===== src/hdl/iwd_pkg.sv =====
// Package with the decoder's field layout, opcode classes, states and counts.
package iwd_pkg;

  // ****************************************
  // Instruction set sizes and timing
  // ****************************************
  localparam int unsigned IWD_BASE_COUNT = 75;
  localparam int unsigned IWD_EXT_COUNT = 8;
  localparam int unsigned IWD_OSC_PER_CYCLE = 4;
  localparam logic [1:0] IWD_Q_LAST = 2'h3;
  localparam logic [1:0] IWD_Q_FIRST = 2'h0;
  localparam logic [1:0] IWD_Q_RESET = 2'h0;

  // ****************************************
  // Field positions within a program word
  // ****************************************
  localparam int unsigned IWD_WORD_W = 16;
  localparam int unsigned IWD_OPC_HI = 15;
  localparam int unsigned IWD_OPC_LO = 12;
  localparam int unsigned IWD_SUB_HI = 11;
  localparam int unsigned IWD_SUB_LO = 8;
  localparam int unsigned IWD_F_HI = 7;
  localparam int unsigned IWD_A_POS = 8;
  localparam int unsigned IWD_D_POS = 9;
  localparam int unsigned IWD_B_HI = 11;
  localparam int unsigned IWD_B_LO = 9;
  localparam int unsigned IWD_FSR_HI = 5;
  localparam int unsigned IWD_FSR_LO = 4;
  localparam int unsigned IWD_N_HI = 10;
  localparam int unsigned IWD_EXT_HI = 7;
  localparam int unsigned IWD_EXT_LO = 5;
  localparam int unsigned IWD_SEC_LO_HI = 11;

  // ****************************************
  // Opcode class values
  // ****************************************
  localparam logic [3:0] IWD_OPC_MISC = 4'h0;
  localparam logic [3:0] IWD_OPC_BYTE_LO = 4'h1;
  localparam logic [3:0] IWD_OPC_BYTE_HI = 4'h6;
  localparam logic [3:0] IWD_OPC_BIT_LO = 4'h7;
  localparam logic [3:0] IWD_OPC_BIT_HI = 4'hB;
  localparam logic [3:0] IWD_OPC_MOVFF = 4'hC;
  localparam logic [3:0] IWD_OPC_BRA = 4'hD;
  localparam logic [3:0] IWD_OPC_EXT = 4'hE;
  localparam logic [3:0] IWD_OPC_SECOND = 4'hF;
  localparam logic [3:0] IWD_SUB_LIT_MAX = 4'h7;
  localparam logic [3:0] IWD_SUB_EXTGRP = 4'h8;
  localparam logic [3:0] IWD_SUB_CBRANCH = 4'h9;
  localparam logic [3:0] IWD_SUB_CALL = 4'hC;
  localparam logic [3:0] IWD_SUB_LFSR = 4'hE;
  localparam logic [3:0] IWD_SUB_GOTO = 4'hF;
  localparam logic [7:0] IWD_MISC_TBL_LO = 8'h08;
  localparam logic [7:0] IWD_MISC_TBL_HI = 8'h0F;
  localparam logic [7:0] IWD_MISC_RET_LO = 8'h10;
  localparam logic [7:0] IWD_MISC_RET_HI = 8'h13;

  // ****************************************
  // Types
  // ****************************************
  typedef enum logic [2:0] {
    CAT_NOP = 3'b000,
    CAT_BYTE = 3'b001,
    CAT_BIT = 3'b010,
    CAT_LIT = 3'b011,
    CAT_CTRL = 3'b100,
    CAT_EXT = 3'b101
  } iwd_cat_t;

  typedef enum logic [1:0] {
    ST_DECODE = 2'b00,
    ST_SECOND = 2'b01,
    ST_COND = 2'b10,
    ST_FLUSH = 2'b11
  } iwd_state_t;

  typedef struct packed {
    iwd_cat_t cat;
    logic [7:0] file_sel;
    logic to_working;
    logic to_file;
    logic access_sel;
    logic [2:0] bit_num;
    logic [7:0] literal;
    logic [1:0] fsr_sel;
    logic [19:0] prog_addr;
    logic call_mode;
    logic [1:0] tbl_mode;
    logic [2:0] ext_idx;
    logic two_word;
    logic pc_change;
    logic cond;
  } iwd_dec_t;

  localparam iwd_dec_t IWD_DEC_RESET = '0;

endpackage


===== src/hdl/iwd_decoder.sv =====
// Instruction word decoder with four-phase instruction cycle timing.
`timescale 1ns/10ps
// Functional notes
// - Base set of 75 instructions plus 8 extended ones, gated by ext_en.
// - A single-word instruction is one 16-bit word: opcode plus operands.
// - Four instructions take two words, giving 32 bits of information.
// - Second words start with 1111; executed alone they act as no-operation.
// - Byte operations carry file selector, destination and access selector.
// - Destination zero targets working register; one targets the file register.
// - Bit operations carry file selector, access selector and bit number.
// - Literal operations carry a constant, a pointer selector, or nothing.
// - Control operations carry address, call mode, table mode, or nothing.
// - Single word takes one cycle; true test or PC change adds one NOP cycle.
// - Two-word instructions always take two instruction cycles.
// - One instruction cycle is four consecutive oscillator periods.
module iwd_decoder
  import iwd_pkg::*;
(
  input wire logic ref_clk, // Oscillator clock.
  input wire logic rstn, // Asynchronous reset, active low.
  input wire logic clk_en, // Freezes all state while low.
  input wire logic [15:0] mem_word, // Program word, valid in the last phase.
  input wire logic ext_en, // Enables the extended instruction group.
  input wire logic cond_true, // Outcome of the pending conditional test.
  output logic fetch_strobe_reg, // Pulse: fetch the next program word.
  output logic [1:0] q_phase_reg, // Current oscillator phase of the cycle.
  output logic instr_strobe_reg, // Pulse: new instruction decoded.
  output logic [1:0] instr_cycles_reg, // Cycles of the decoded instruction.
  output logic nop_cycle_reg, // Pulse: the cycle just taken runs as NOP.
  output logic operand_done_reg, // Pulse: second word merged into prog_addr.
  output iwd_dec_t dec_reg // Decoded fields of the instruction.
);

  // ****************************************
  // Phase counter
  // ****************************************
  logic tick;
  logic take_new;
  iwd_state_t state_reg;
  iwd_dec_t wd;

  // The phase counter divides the oscillator into four-period cycles.
  always_ff @(posedge ref_clk or negedge rstn) begin
    if (!rstn) begin
      q_phase_reg <= IWD_Q_RESET;
    end else if (clk_en) begin
      q_phase_reg <= q_phase_reg + 2'h1;
    end
  end

  // Work on a word happens only in the last phase of each cycle.
  assign tick = clk_en && (q_phase_reg == IWD_Q_LAST);
  assign take_new = tick && ((state_reg == ST_DECODE) || ((state_reg == ST_COND) && !cond_true));

  // The fetch request is set from the first phase and stands in the second phase of each cycle.
  always_ff @(posedge ref_clk or negedge rstn) begin
    if (!rstn) begin
      fetch_strobe_reg <= 1'b0;
    end else if (clk_en) begin
      fetch_strobe_reg <= (q_phase_reg == IWD_Q_FIRST);
    end
  end

  // ****************************************
  // Word decode
  // ****************************************
  // Splits the word into its class and operand fields.
  always_comb begin
    logic [3:0] opc;
    logic [3:0] sub;
    opc = mem_word[IWD_OPC_HI:IWD_OPC_LO];
    sub = mem_word[IWD_SUB_HI:IWD_SUB_LO];
    wd = IWD_DEC_RESET;
    wd.file_sel = mem_word[IWD_F_HI:0];
    wd.access_sel = mem_word[IWD_A_POS];
    wd.literal = mem_word[IWD_F_HI:0];
    if (opc == IWD_OPC_MISC) begin
      wd.cat = CAT_CTRL;
      if (mem_word[IWD_F_HI:0] >= IWD_MISC_TBL_LO && mem_word[IWD_F_HI:0] <= IWD_MISC_TBL_HI) begin
        wd.tbl_mode = mem_word[1:0];
      end
      if (mem_word[IWD_F_HI:0] >= IWD_MISC_RET_LO && mem_word[IWD_F_HI:0] <= IWD_MISC_RET_HI) begin
        wd.call_mode = mem_word[0];
        wd.pc_change = 1'b1;
      end
      if (mem_word[IWD_F_HI:0] == 8'h00) begin
        wd.cat = CAT_NOP;
      end
    end else if (opc >= IWD_OPC_BYTE_LO && opc <= IWD_OPC_BYTE_HI) begin
      wd.cat = CAT_BYTE;
      wd.to_file = mem_word[IWD_D_POS];
      wd.to_working = !mem_word[IWD_D_POS];
    end else if (opc >= IWD_OPC_BIT_LO && opc <= IWD_OPC_BIT_HI) begin
      wd.cat = CAT_BIT;
      wd.bit_num = mem_word[IWD_B_HI:IWD_B_LO];
    end else if (opc == IWD_OPC_MOVFF) begin
      wd.cat = CAT_BYTE;
      wd.to_file = 1'b1;
      wd.two_word = 1'b1;
      wd.prog_addr = {8'h00, mem_word[IWD_SEC_LO_HI:0]};
    end else if (opc == IWD_OPC_BRA) begin
      wd.cat = CAT_CTRL;
      wd.prog_addr = {9'h000, mem_word[IWD_N_HI:0]};
      wd.pc_change = 1'b1;
    end else if (opc == IWD_OPC_EXT) begin
      if (sub <= IWD_SUB_LIT_MAX) begin
        wd.cat = CAT_LIT;
      end else if (sub == IWD_SUB_EXTGRP) begin
        wd.cat = ext_en ? CAT_EXT : CAT_NOP;
        wd.ext_idx = mem_word[IWD_EXT_HI:IWD_EXT_LO];
      end else if (sub == IWD_SUB_CBRANCH) begin
        wd.cat = CAT_CTRL;
        wd.prog_addr = {12'h000, mem_word[IWD_F_HI:0]};
        wd.cond = 1'b1;
      end else if (sub == IWD_SUB_CALL || sub == IWD_SUB_GOTO) begin
        wd.cat = CAT_CTRL;
        wd.call_mode = mem_word[IWD_A_POS];
        wd.prog_addr = {12'h000, mem_word[IWD_F_HI:0]};
        wd.two_word = 1'b1;
        wd.pc_change = 1'b1;
      end else if (sub == IWD_SUB_LFSR) begin
        wd.cat = CAT_LIT;
        wd.fsr_sel = mem_word[IWD_FSR_HI:IWD_FSR_LO];
        wd.prog_addr = {16'h0000, mem_word[3:0]};
        wd.two_word = 1'b1;
      end else begin
        wd.cat = CAT_NOP;
      end
    end else begin
      wd.cat = CAT_NOP;
    end
  end

  // ****************************************
  // Cycle sequencing
  // ****************************************
  // Chooses the role of the word taken at the end of each cycle.
  always_ff @(posedge ref_clk or negedge rstn) begin
    if (!rstn) begin
      state_reg <= ST_DECODE;
    end else if (take_new) begin
      if (wd.two_word) begin
        state_reg <= ST_SECOND;
      end else if (wd.cond) begin
        state_reg <= ST_COND;
      end else if (wd.pc_change) begin
        state_reg <= ST_FLUSH;
      end else begin
        state_reg <= ST_DECODE;
      end
    end else if (tick) begin
      state_reg <= ST_DECODE;
    end
  end

  // Latches decoded fields and merges the second word into the address.
  always_ff @(posedge ref_clk or negedge rstn) begin
    if (!rstn) begin
      dec_reg <= IWD_DEC_RESET;
    end else if (take_new) begin
      dec_reg <= wd;
    end else if (tick && state_reg == ST_SECOND) begin
      dec_reg.prog_addr <= {mem_word[IWD_SEC_LO_HI:0], dec_reg.prog_addr[7:0]};
    end
  end

  // Strobes and the cycle count of each new instruction.
  always_ff @(posedge ref_clk or negedge rstn) begin
    if (!rstn) begin
      instr_strobe_reg <= 1'b0;
      instr_cycles_reg <= 2'h0;
      operand_done_reg <= 1'b0;
    end else if (clk_en) begin
      instr_strobe_reg <= take_new;
      operand_done_reg <= tick && (state_reg == ST_SECOND);
      if (take_new) begin
        instr_cycles_reg <= (wd.two_word || wd.pc_change) ? 2'h2 : 2'h1;
      end
    end
  end

  // Flags the cycles that execute as no-operation.
  always_ff @(posedge ref_clk or negedge rstn) begin
    if (!rstn) begin
      nop_cycle_reg <= 1'b0;
    end else if (clk_en) begin
      if (tick && state_reg != ST_DECODE && !take_new) begin
        nop_cycle_reg <= 1'b1;
      end else if (take_new && wd.cat == CAT_NOP) begin
        nop_cycle_reg <= 1'b1;
      end else begin
        nop_cycle_reg <= 1'b0;
      end
    end
  end

  // ****************************************
  // Assertions
  // ****************************************
  a_phase_wrap: assert property (@(posedge ref_clk) disable iff (!rstn)
    (clk_en && q_phase_reg == IWD_Q_LAST) |=> (q_phase_reg == IWD_Q_FIRST))
    else $error("Phase counter did not wrap after the fourth phase.");

  // A strobe may only stand for longer than one edge while the enable holds it frozen.
  a_strobe_phase: assert property (@(posedge ref_clk) disable iff (!rstn)
    instr_strobe_reg |->
      (q_phase_reg == IWD_Q_FIRST) && (!$past(instr_strobe_reg) || !$past(clk_en)))
    else $error("Instruction strobe outside the first phase.");

  // The fetch request stands in the second phase of every cycle.
  a_fetch_phase: assert property (@(posedge ref_clk) disable iff (!rstn)
    fetch_strobe_reg |-> (q_phase_reg == IWD_Q_FIRST + 2'h1))
    else $error("Fetch request outside the second phase.");

  a_second_nop: assert property (@(posedge ref_clk) disable iff (!rstn)
    (take_new && mem_word[15:12] == IWD_OPC_SECOND) |=> nop_cycle_reg && dec_reg.cat == CAT_NOP)
    else $error("Lone second word did not decode as no-operation.");

  a_two_word_len: assert property (@(posedge ref_clk) disable iff (!rstn)
    (take_new && wd.two_word) |=> (instr_cycles_reg == 2'h2) && (state_reg == ST_SECOND))
    else $error("Two-word instruction not given two cycles.");

  a_second_merge: assert property (@(posedge ref_clk) disable iff (!rstn)
    (tick && state_reg == ST_SECOND) |=>
      operand_done_reg && dec_reg.prog_addr[19:8] == $past(mem_word[11:0]) && nop_cycle_reg)
    else $error("Second word not merged into the operand.");

  a_dest_select: assert property (@(posedge ref_clk) disable iff (!rstn)
    (take_new && wd.cat == CAT_BYTE && !wd.two_word) |=>
      (dec_reg.to_working == !$past(mem_word[9])) && (dec_reg.to_file == $past(mem_word[9])))
    else $error("Destination selector decoded the wrong way.");

  // A single-word jump counts two cycles and arms the flush of the word already fetched.
  a_jump_flush: assert property (@(posedge ref_clk) disable iff (!rstn)
    (take_new && wd.pc_change && !wd.two_word) |=>
      (instr_cycles_reg == 2'h2) && (state_reg == ST_FLUSH))
    else $error("Program counter change did not add a flush cycle.");

  // The flushed cycle runs as a no-operation and starts no new instruction.
  a_flush_nop: assert property (@(posedge ref_clk) disable iff (!rstn)
    (tick && state_reg == ST_FLUSH) |=> nop_cycle_reg && !instr_strobe_reg)
    else $error("Flush cycle did not run as a no-operation.");

  a_cond_skip: assert property (@(posedge ref_clk) disable iff (!rstn)
    (tick && state_reg == ST_COND && cond_true) |=> nop_cycle_reg && !instr_strobe_reg)
    else $error("True conditional test did not insert a no-operation cycle.");

  // Only the first edge of a strobe sees the enable that came with its word.
  a_ext_gate: assert property (@(posedge ref_clk) disable iff (!rstn)
    ($rose(instr_strobe_reg) && dec_reg.cat == CAT_EXT) |-> $past(ext_en))
    else $error("Extended instruction decoded while the group is disabled.");

  // Byte operations keep the file and access selectors of their word.
  a_byte_fields: assert property (@(posedge ref_clk) disable iff (!rstn)
    (take_new && wd.cat == CAT_BYTE) |=>
      (dec_reg.file_sel == $past(mem_word[7:0])) && (dec_reg.access_sel == $past(mem_word[8])))
    else $error("Byte operation fields decoded wrongly.");

  // Bit operations keep the bit number of their word.
  a_bit_fields: assert property (@(posedge ref_clk) disable iff (!rstn)
    (take_new && wd.cat == CAT_BIT) |=> (dec_reg.bit_num == $past(mem_word[11:9])))
    else $error("Bit number decoded wrongly.");

  // Literal operations keep the constant of their word.
  a_lit_fields: assert property (@(posedge ref_clk) disable iff (!rstn)
    (take_new && wd.cat == CAT_LIT) |=> (dec_reg.literal == $past(mem_word[7:0])))
    else $error("Literal constant decoded wrongly.");

  a_single_len: assert property (@(posedge ref_clk) disable iff (!rstn)
    (take_new && !wd.two_word && !wd.pc_change) |=> instr_cycles_reg == 2'h1)
    else $error("Single-word instruction not counted as one cycle.");

  // Main scenarios that the tests are expected to reach.
  c_two_word: cover property (@(posedge ref_clk) disable iff (!rstn)
    (tick && state_reg == ST_SECOND) ##1 operand_done_reg);

  c_flush: cover property (@(posedge ref_clk) disable iff (!rstn)
    tick && state_reg == ST_FLUSH);

  c_cond_true: cover property (@(posedge ref_clk) disable iff (!rstn)
    tick && state_reg == ST_COND && cond_true);

  c_bit_op: cover property (@(posedge ref_clk) disable iff (!rstn)
    instr_strobe_reg && dec_reg.cat == CAT_BIT);

  c_ext_op: cover property (@(posedge ref_clk) disable iff (!rstn)
    instr_strobe_reg && dec_reg.cat == CAT_EXT);

endmodule


===== config.mk =====
export PLATFORM = sky130hd
export DESIGN_NAME = iwd_decoder
export DESIGN_NICKNAME = d
export VERILOG_FILES = /design/src/hdl/iwd_pkg.sv /design/src/hdl/iwd_decoder.sv
export SDC_FILE = /design/constraint.sdc
export NUM_CORES = 1
export LEC_CHECK = 0
export ABC_AREA = 1
export BUFFER_PORTS_ARGS = -buffer_cell sky130_fd_sc_hd__buf_2
export CAP_MARGIN = 20
export CORE_MARGIN = 2
export CORE_UTILIZATION = 25
export CTS_CLUSTER_DIAMETER = 80
export DETAILED_ROUTE_END_ITERATION = 16
export PLACE_DENSITY = 0.51
export SYNTH_ARGS = -nofsm -noshare
export SYNTH_HDL_FRONTEND = slang
export SYNTH_SLANG_ARGS = --single-unit

===== constraint.sdc =====
create_clock -name ref_clk -period 2 [get_ports ref_clk]
set_input_delay 0 -clock ref_clk [delete_from_list [all_inputs] [get_ports ref_clk]]
set_output_delay 0 -clock ref_clk [all_outputs]
set_load 0.005 [all_outputs]

-- Word level (Yosys, flattened, before mapping)
Cells that the tools add are included.
- add/sub/neg operators: 1
- magnitude comparators: 9
- multiplexer cells: 75
- reductions and logical operators: 26
- equal/unequal tests: 11
- operators with widths (kind ; number):
    $mux 20 ; 6
    $mux 23 ; 5
    $mux 3 ; 18
    $mux 22 ; 2
    $eq 4x4->1 const B ; 8
    $mux 2 ; 16
    $mux 6 ; 4
    $mux 1 ; 22
    $logic_and 1x1->1 ; 11
    $ge 8x4->1 const B ; 1
    $ge 8x5->1 const B ; 1
    $le 4x3->1 const B ; 2
    $le 8x4->1 const B ; 1
    $le 8x5->1 const B ; 1
    $logic_not 8->1 ; 1
    $mux 4 ; 2
    $reduce_bool 2->1 ; 3
    $eq 2x2->1 const B ; 2
    $ge 4x1->1 const B ; 1
    $ge 4x3->1 const B ; 1
    $le 4x4->1 const B ; 1
    $logic_not 2->1 ; 2
    $logic_not 4->1 ; 1
    $logic_not 1->1 ; 3
    5 further kinds ; 7
- output and inout bits: 64
- flip-flop bits (word level): 58
- logic and storage cells: 144
- input bits: 21

-- Depth between registers and ports, before layout
- depth after elaboration: 16
- gate-level depth with buffers: 10
- gate-level depth less buffers: 10

-- Least setup slack after synthesis
OpenSTA, ideal clock, no wires.
- path kind: reg2reg
- from: register q_phase_reg[0]
- to: register dec_reg[21] (netlist bit)
- arrival time: 1.268 ns
- cell stages (with the launch flop): 8
- buffers on the path: 1
- slack: 0.650 ns
- cell sequence: dfrtp_1 > ha_1 > nand2_2 > nor2_2 > inv_2 > clkbuf_1 > nand3_1 > o21ai_0
- cells in the longest elaborated chain, start to end: 4
- RTL lines (item ; line ; text):
    start: declaration ; iwd_decoder.sv:26 ; output logic [1:0] q_phase_reg,
    start signal: assignment ; iwd_decoder.sv:47 ; q_phase_reg <= q_phase_reg + 2'h1;
    $eq 2x2->1 (*) ; iwd_decoder.sv:52 ; assign tick = clk_en && (q_phase_reg == IWD_Q_LAST);
    $logic_and 1x1->1 (*) ; iwd_decoder.sv:52 ;
    $logic_and 1x1->1 (on tied branches) ; iwd_decoder.sv:53, iwd_decoder.sv:162 ;
    $mux 20 / $reduce_bool 2->1 (equally long branches) ; - ;
    end signal: assignment ; iwd_decoder.sv:161 ; dec_reg <= wd;
    end: declaration ; iwd_decoder.sv:31 ; output iwd_dec_t dec_reg
Every way passes the cells marked *; elsewhere a longest branch is shown, timed or not.
A chain may end at the register's enable or synchronous reset.

-- Worst setup path in the final report
- from: register q_phase_reg[0]
- to: register dec_reg[23] (netlist bit)
The elaborated chain is that of the path after synthesis.

==> run_results.csv <==
group,metric,value,unit
sta,skew,0.00613,ns
cts,clock-sinks,58,
logic_synthesis,synthCells,311,
critical_path,reg2reg_depth,7,
cts,tritoncts,"built",
logic_synthesis,synth_edf_count,0,
finish,final_cells,550,
sta,maxSlewHeadroom,0.505,
critical_path,cp_data_arrival_time,1.84,ns
logic_synthesis,yosysSeqAreaShare,0.547,
logic_synthesis,synth_cell_types,30,
logic_synthesis,synth_commonest_cells,"93 x nand2_1, 58 x dfrtp_1, 26 x nand3_1",
min_path,hold_path_startpoint,"mem_word[13]",
global_routing,gr-total-overflow,0,
placed_design,portBuffers,84,
logic_synthesis,syn_avg_cell_area,8.53,um2
logic_synthesis,synth.most_common_cell,"nand2_1",
logic_synthesis,yosysTopAreaCellShare,0.547,
sta,rsz0062_at_grt,"false",
routing,wl_per_cell,13.2,um
placed_design,dp_cells,520,
logic_synthesis,synth_area,2650,um2
power,power.leakage,1.93,nW
finish,syn_to_final_growth,34.0,%
floorplanning,row_count,37,
critical_path,cp-start-kind,"flip-flop",
logic_synthesis,synth_warnings,0,
global_routing,grt_first_pass_wirelength,12.3,mm
routing,drt_first_iter_violations,95,
cts,cts_resized,0,
cts,cts_buffer_depth,2,
sta,finalSetupViolations,0,
cts,cts_buffers,9,
logic_synthesis,synth_top_cell_by_area,"dfrtp_1",
sta,tightestPinTransition,0.743,ns
global_routing,antenna_found_initial,0,
logic_synthesis,async_flop_share,1.00,
routing,vias_per_cell,4.24,
power,power.internal,3.00,mW
global_routing,globalRouteTotalUtil,0.140,
critical_path,cp-startpoint,"q_phase_reg[0]",
cts,post_cts_buffers,0,
critical_path,reg2reg_from,"q_phase_reg[0]",
logic_synthesis,synth_seq_cells,58,
finish,drive_above_1_share,0.304,
routing,wl,7.26,mm
routing,via_count,2331,
floorplanning,die_x,107,um
critical_path,crit_fanout,11,
power,power,4.45,mW
power,seqPwrFrac,0.418,
cts,cts-root-buf,"clkbuf_8",
floorplanning,die_area,11500,um2
run_status,status,"finished, final reports clean",
placed_design,place_area,3190,um2
critical_path,cpPeakStageDelay,0.42,ns
floorplanning,core_area,10300,um2
global_routing,grt_pass1_vias,2372,
critical_path,crit_family,"simple AND/OR/NAND/NOR gates",
routing,dr.pass1.iters,4,
power,combPwrFrac,0.304,
routing,drtAntennaViolNets,0,
finish,final.fill_count,1105,
floorplanning,io-pin-count,85,
critical_path,cp_cell_sequence,"ha_1 -> nand2_2 -> inv_1 -> nand2_1 -> buf_4 -> nand3_1 -> o21ai_0",
finish,diodes,0,
power,power.share.clock,0.278,
placed_design,place_congestion,0.805,
critical_path,cpMaxStageDelayCell,"dfrtp_1",
sta,maxSlewViolCount,0,
critical_path,critPathRequiredTime,2.24,ns
power,switching_share,0.326,
power,irDropWorstVdd,0.000406,V
floorplanning,start_util,0.257,
min_path,whs_path_depth,4,
placed_design,dp_hpwl,5.46,mm
cts,hold_buffers,14,
sta,max_clock_freq,627,MHz
sta,hold_violations,0,
cts,h-tree-depth,3,
power,p_per_area,1250,nW/um2
sta,fin_crit,1.59,ns
logic_synthesis,syn_nets,334,
cts,path_clk_slew,0.07,ns
logic_synthesis,ys.flop_type,"dfrtp_1",
finish,design_area,3560,um2
run,maxCapViolCount,0,
critical_path,path_class,"reg -> reg",
min_path,min_path_type,"in -> reg",
sta,fin_setup_tns,0,ns
global_routing,grt_max_degree,59,
power,switchingPower,1.45,mW
critical_path,crit_buf_inv,2,
floorplanning,die_h,107,um
critical_path,cp_num_cells,7,
finish,nets,432,
cts,clk_latency,0.33,ns
routing,drc,0,
sta,period_share,0.797,
finish,largest_register_ffs,48,
logic_synthesis,synth_area_leaders,"dfrtp_1 55%, nand2_1 13%, nand3_1 4.9%",
critical_path,cp-end-kind,"flip-flop",
worst min-delay path: stages:
cell and delay [ns]:
buf_2 0.15, nor2_1 0.09, nand3_1 0.09, a21oi_1 0.06
path summary, 6_finish.rpt:
kind	slack, ns	endpoint
hold / removal	0.09	dec_reg[18]
max in group asynchronous	1.16	dec_reg[26]
setup / recovery	0.41	dec_reg[23]
min in group asynchronous	0.35	dec_reg[21]
setup reg to reg	0.41	dec_reg[23]
hold reg to reg	0.47	fetch_strobe_reg
layout by cell type, fill, tap and decap left out, types with 2 or more instances in the layout:
cell type       n
a21oi_1         4
buf_2          84
buf_4           7
bufinv_16       2
clkbuf_8       11
dfrtp_1        58
dlygate4sd3_1  14
ha_1            2
inv_1          23
inv_2           5
nand2_1        93
nand2_2         4
nand3_1        26
nand4_1         2
nor2_1         21
nor2_2          5
o21ai_0        23
o21ai_1        12
o21ai_2         2
o31ai_1         2
kinds of logic after synthesis:
family                     count (synthesis)  synth area share
and+or+nand+nor                          155             0.254
AOI/OAI and AO/OA                         49             0.106
DFF                                       58             0.547
buffers and inverters                     46            0.0811
adders and majority gates                  2           0.00943
xor gates and xnor gates                   1           0.00330
per-stage QoR:
stage / hold WS (ns) / util / setup WS, ns
after global routing: 0.103 / 0.344 / 0.202
after global placement: 0.205 / 0.309 / 0.444
after floorplan: -0.296 / - / 0.650
final: 0.0899 / 0.344 / 0.405
after CTS: 0.0728 / 0.344 / 0.363
after detailed placement: 0.204 / 0.309 / 0.389
power groups by stage:
stage	logic [mW]	clock network (mW)	registers [mW]
2_1_floorplan	0.725	0	1.89
3_3_place_gp	1.36	0	1.88
3_5_place_dp	1.36	0	1.89
4_1_cts	1.39	1.28	1.87
5_1_grt	1.59	1.33	1.93
6_report	1.36	1.24	1.86
metal layers:
metal / GRT usage / vias to the layer above / share of wire
li1: - / 1190 / -
met4: 0.0455 / 0 / 0.0070
met5: 0 / - / 0
met1: 0.186 / 1080 / 0.48
met3: 0.0377 / 6 / 0.051
met2: 0.222 / 55 / 0.47
area by class of cell:
type                    count  area, um2  area share
well taps                 136        170      0.0479
flip-flops and latches     58       1450       0.408
repair buffers            105        613       0.172
clock buffers              12        155      0.0436
inverters                  28        105      0.0296
clock inverters             4       73.8      0.0208
multi-input cells         207        987       0.278
(Power assumes the default switching activity.)
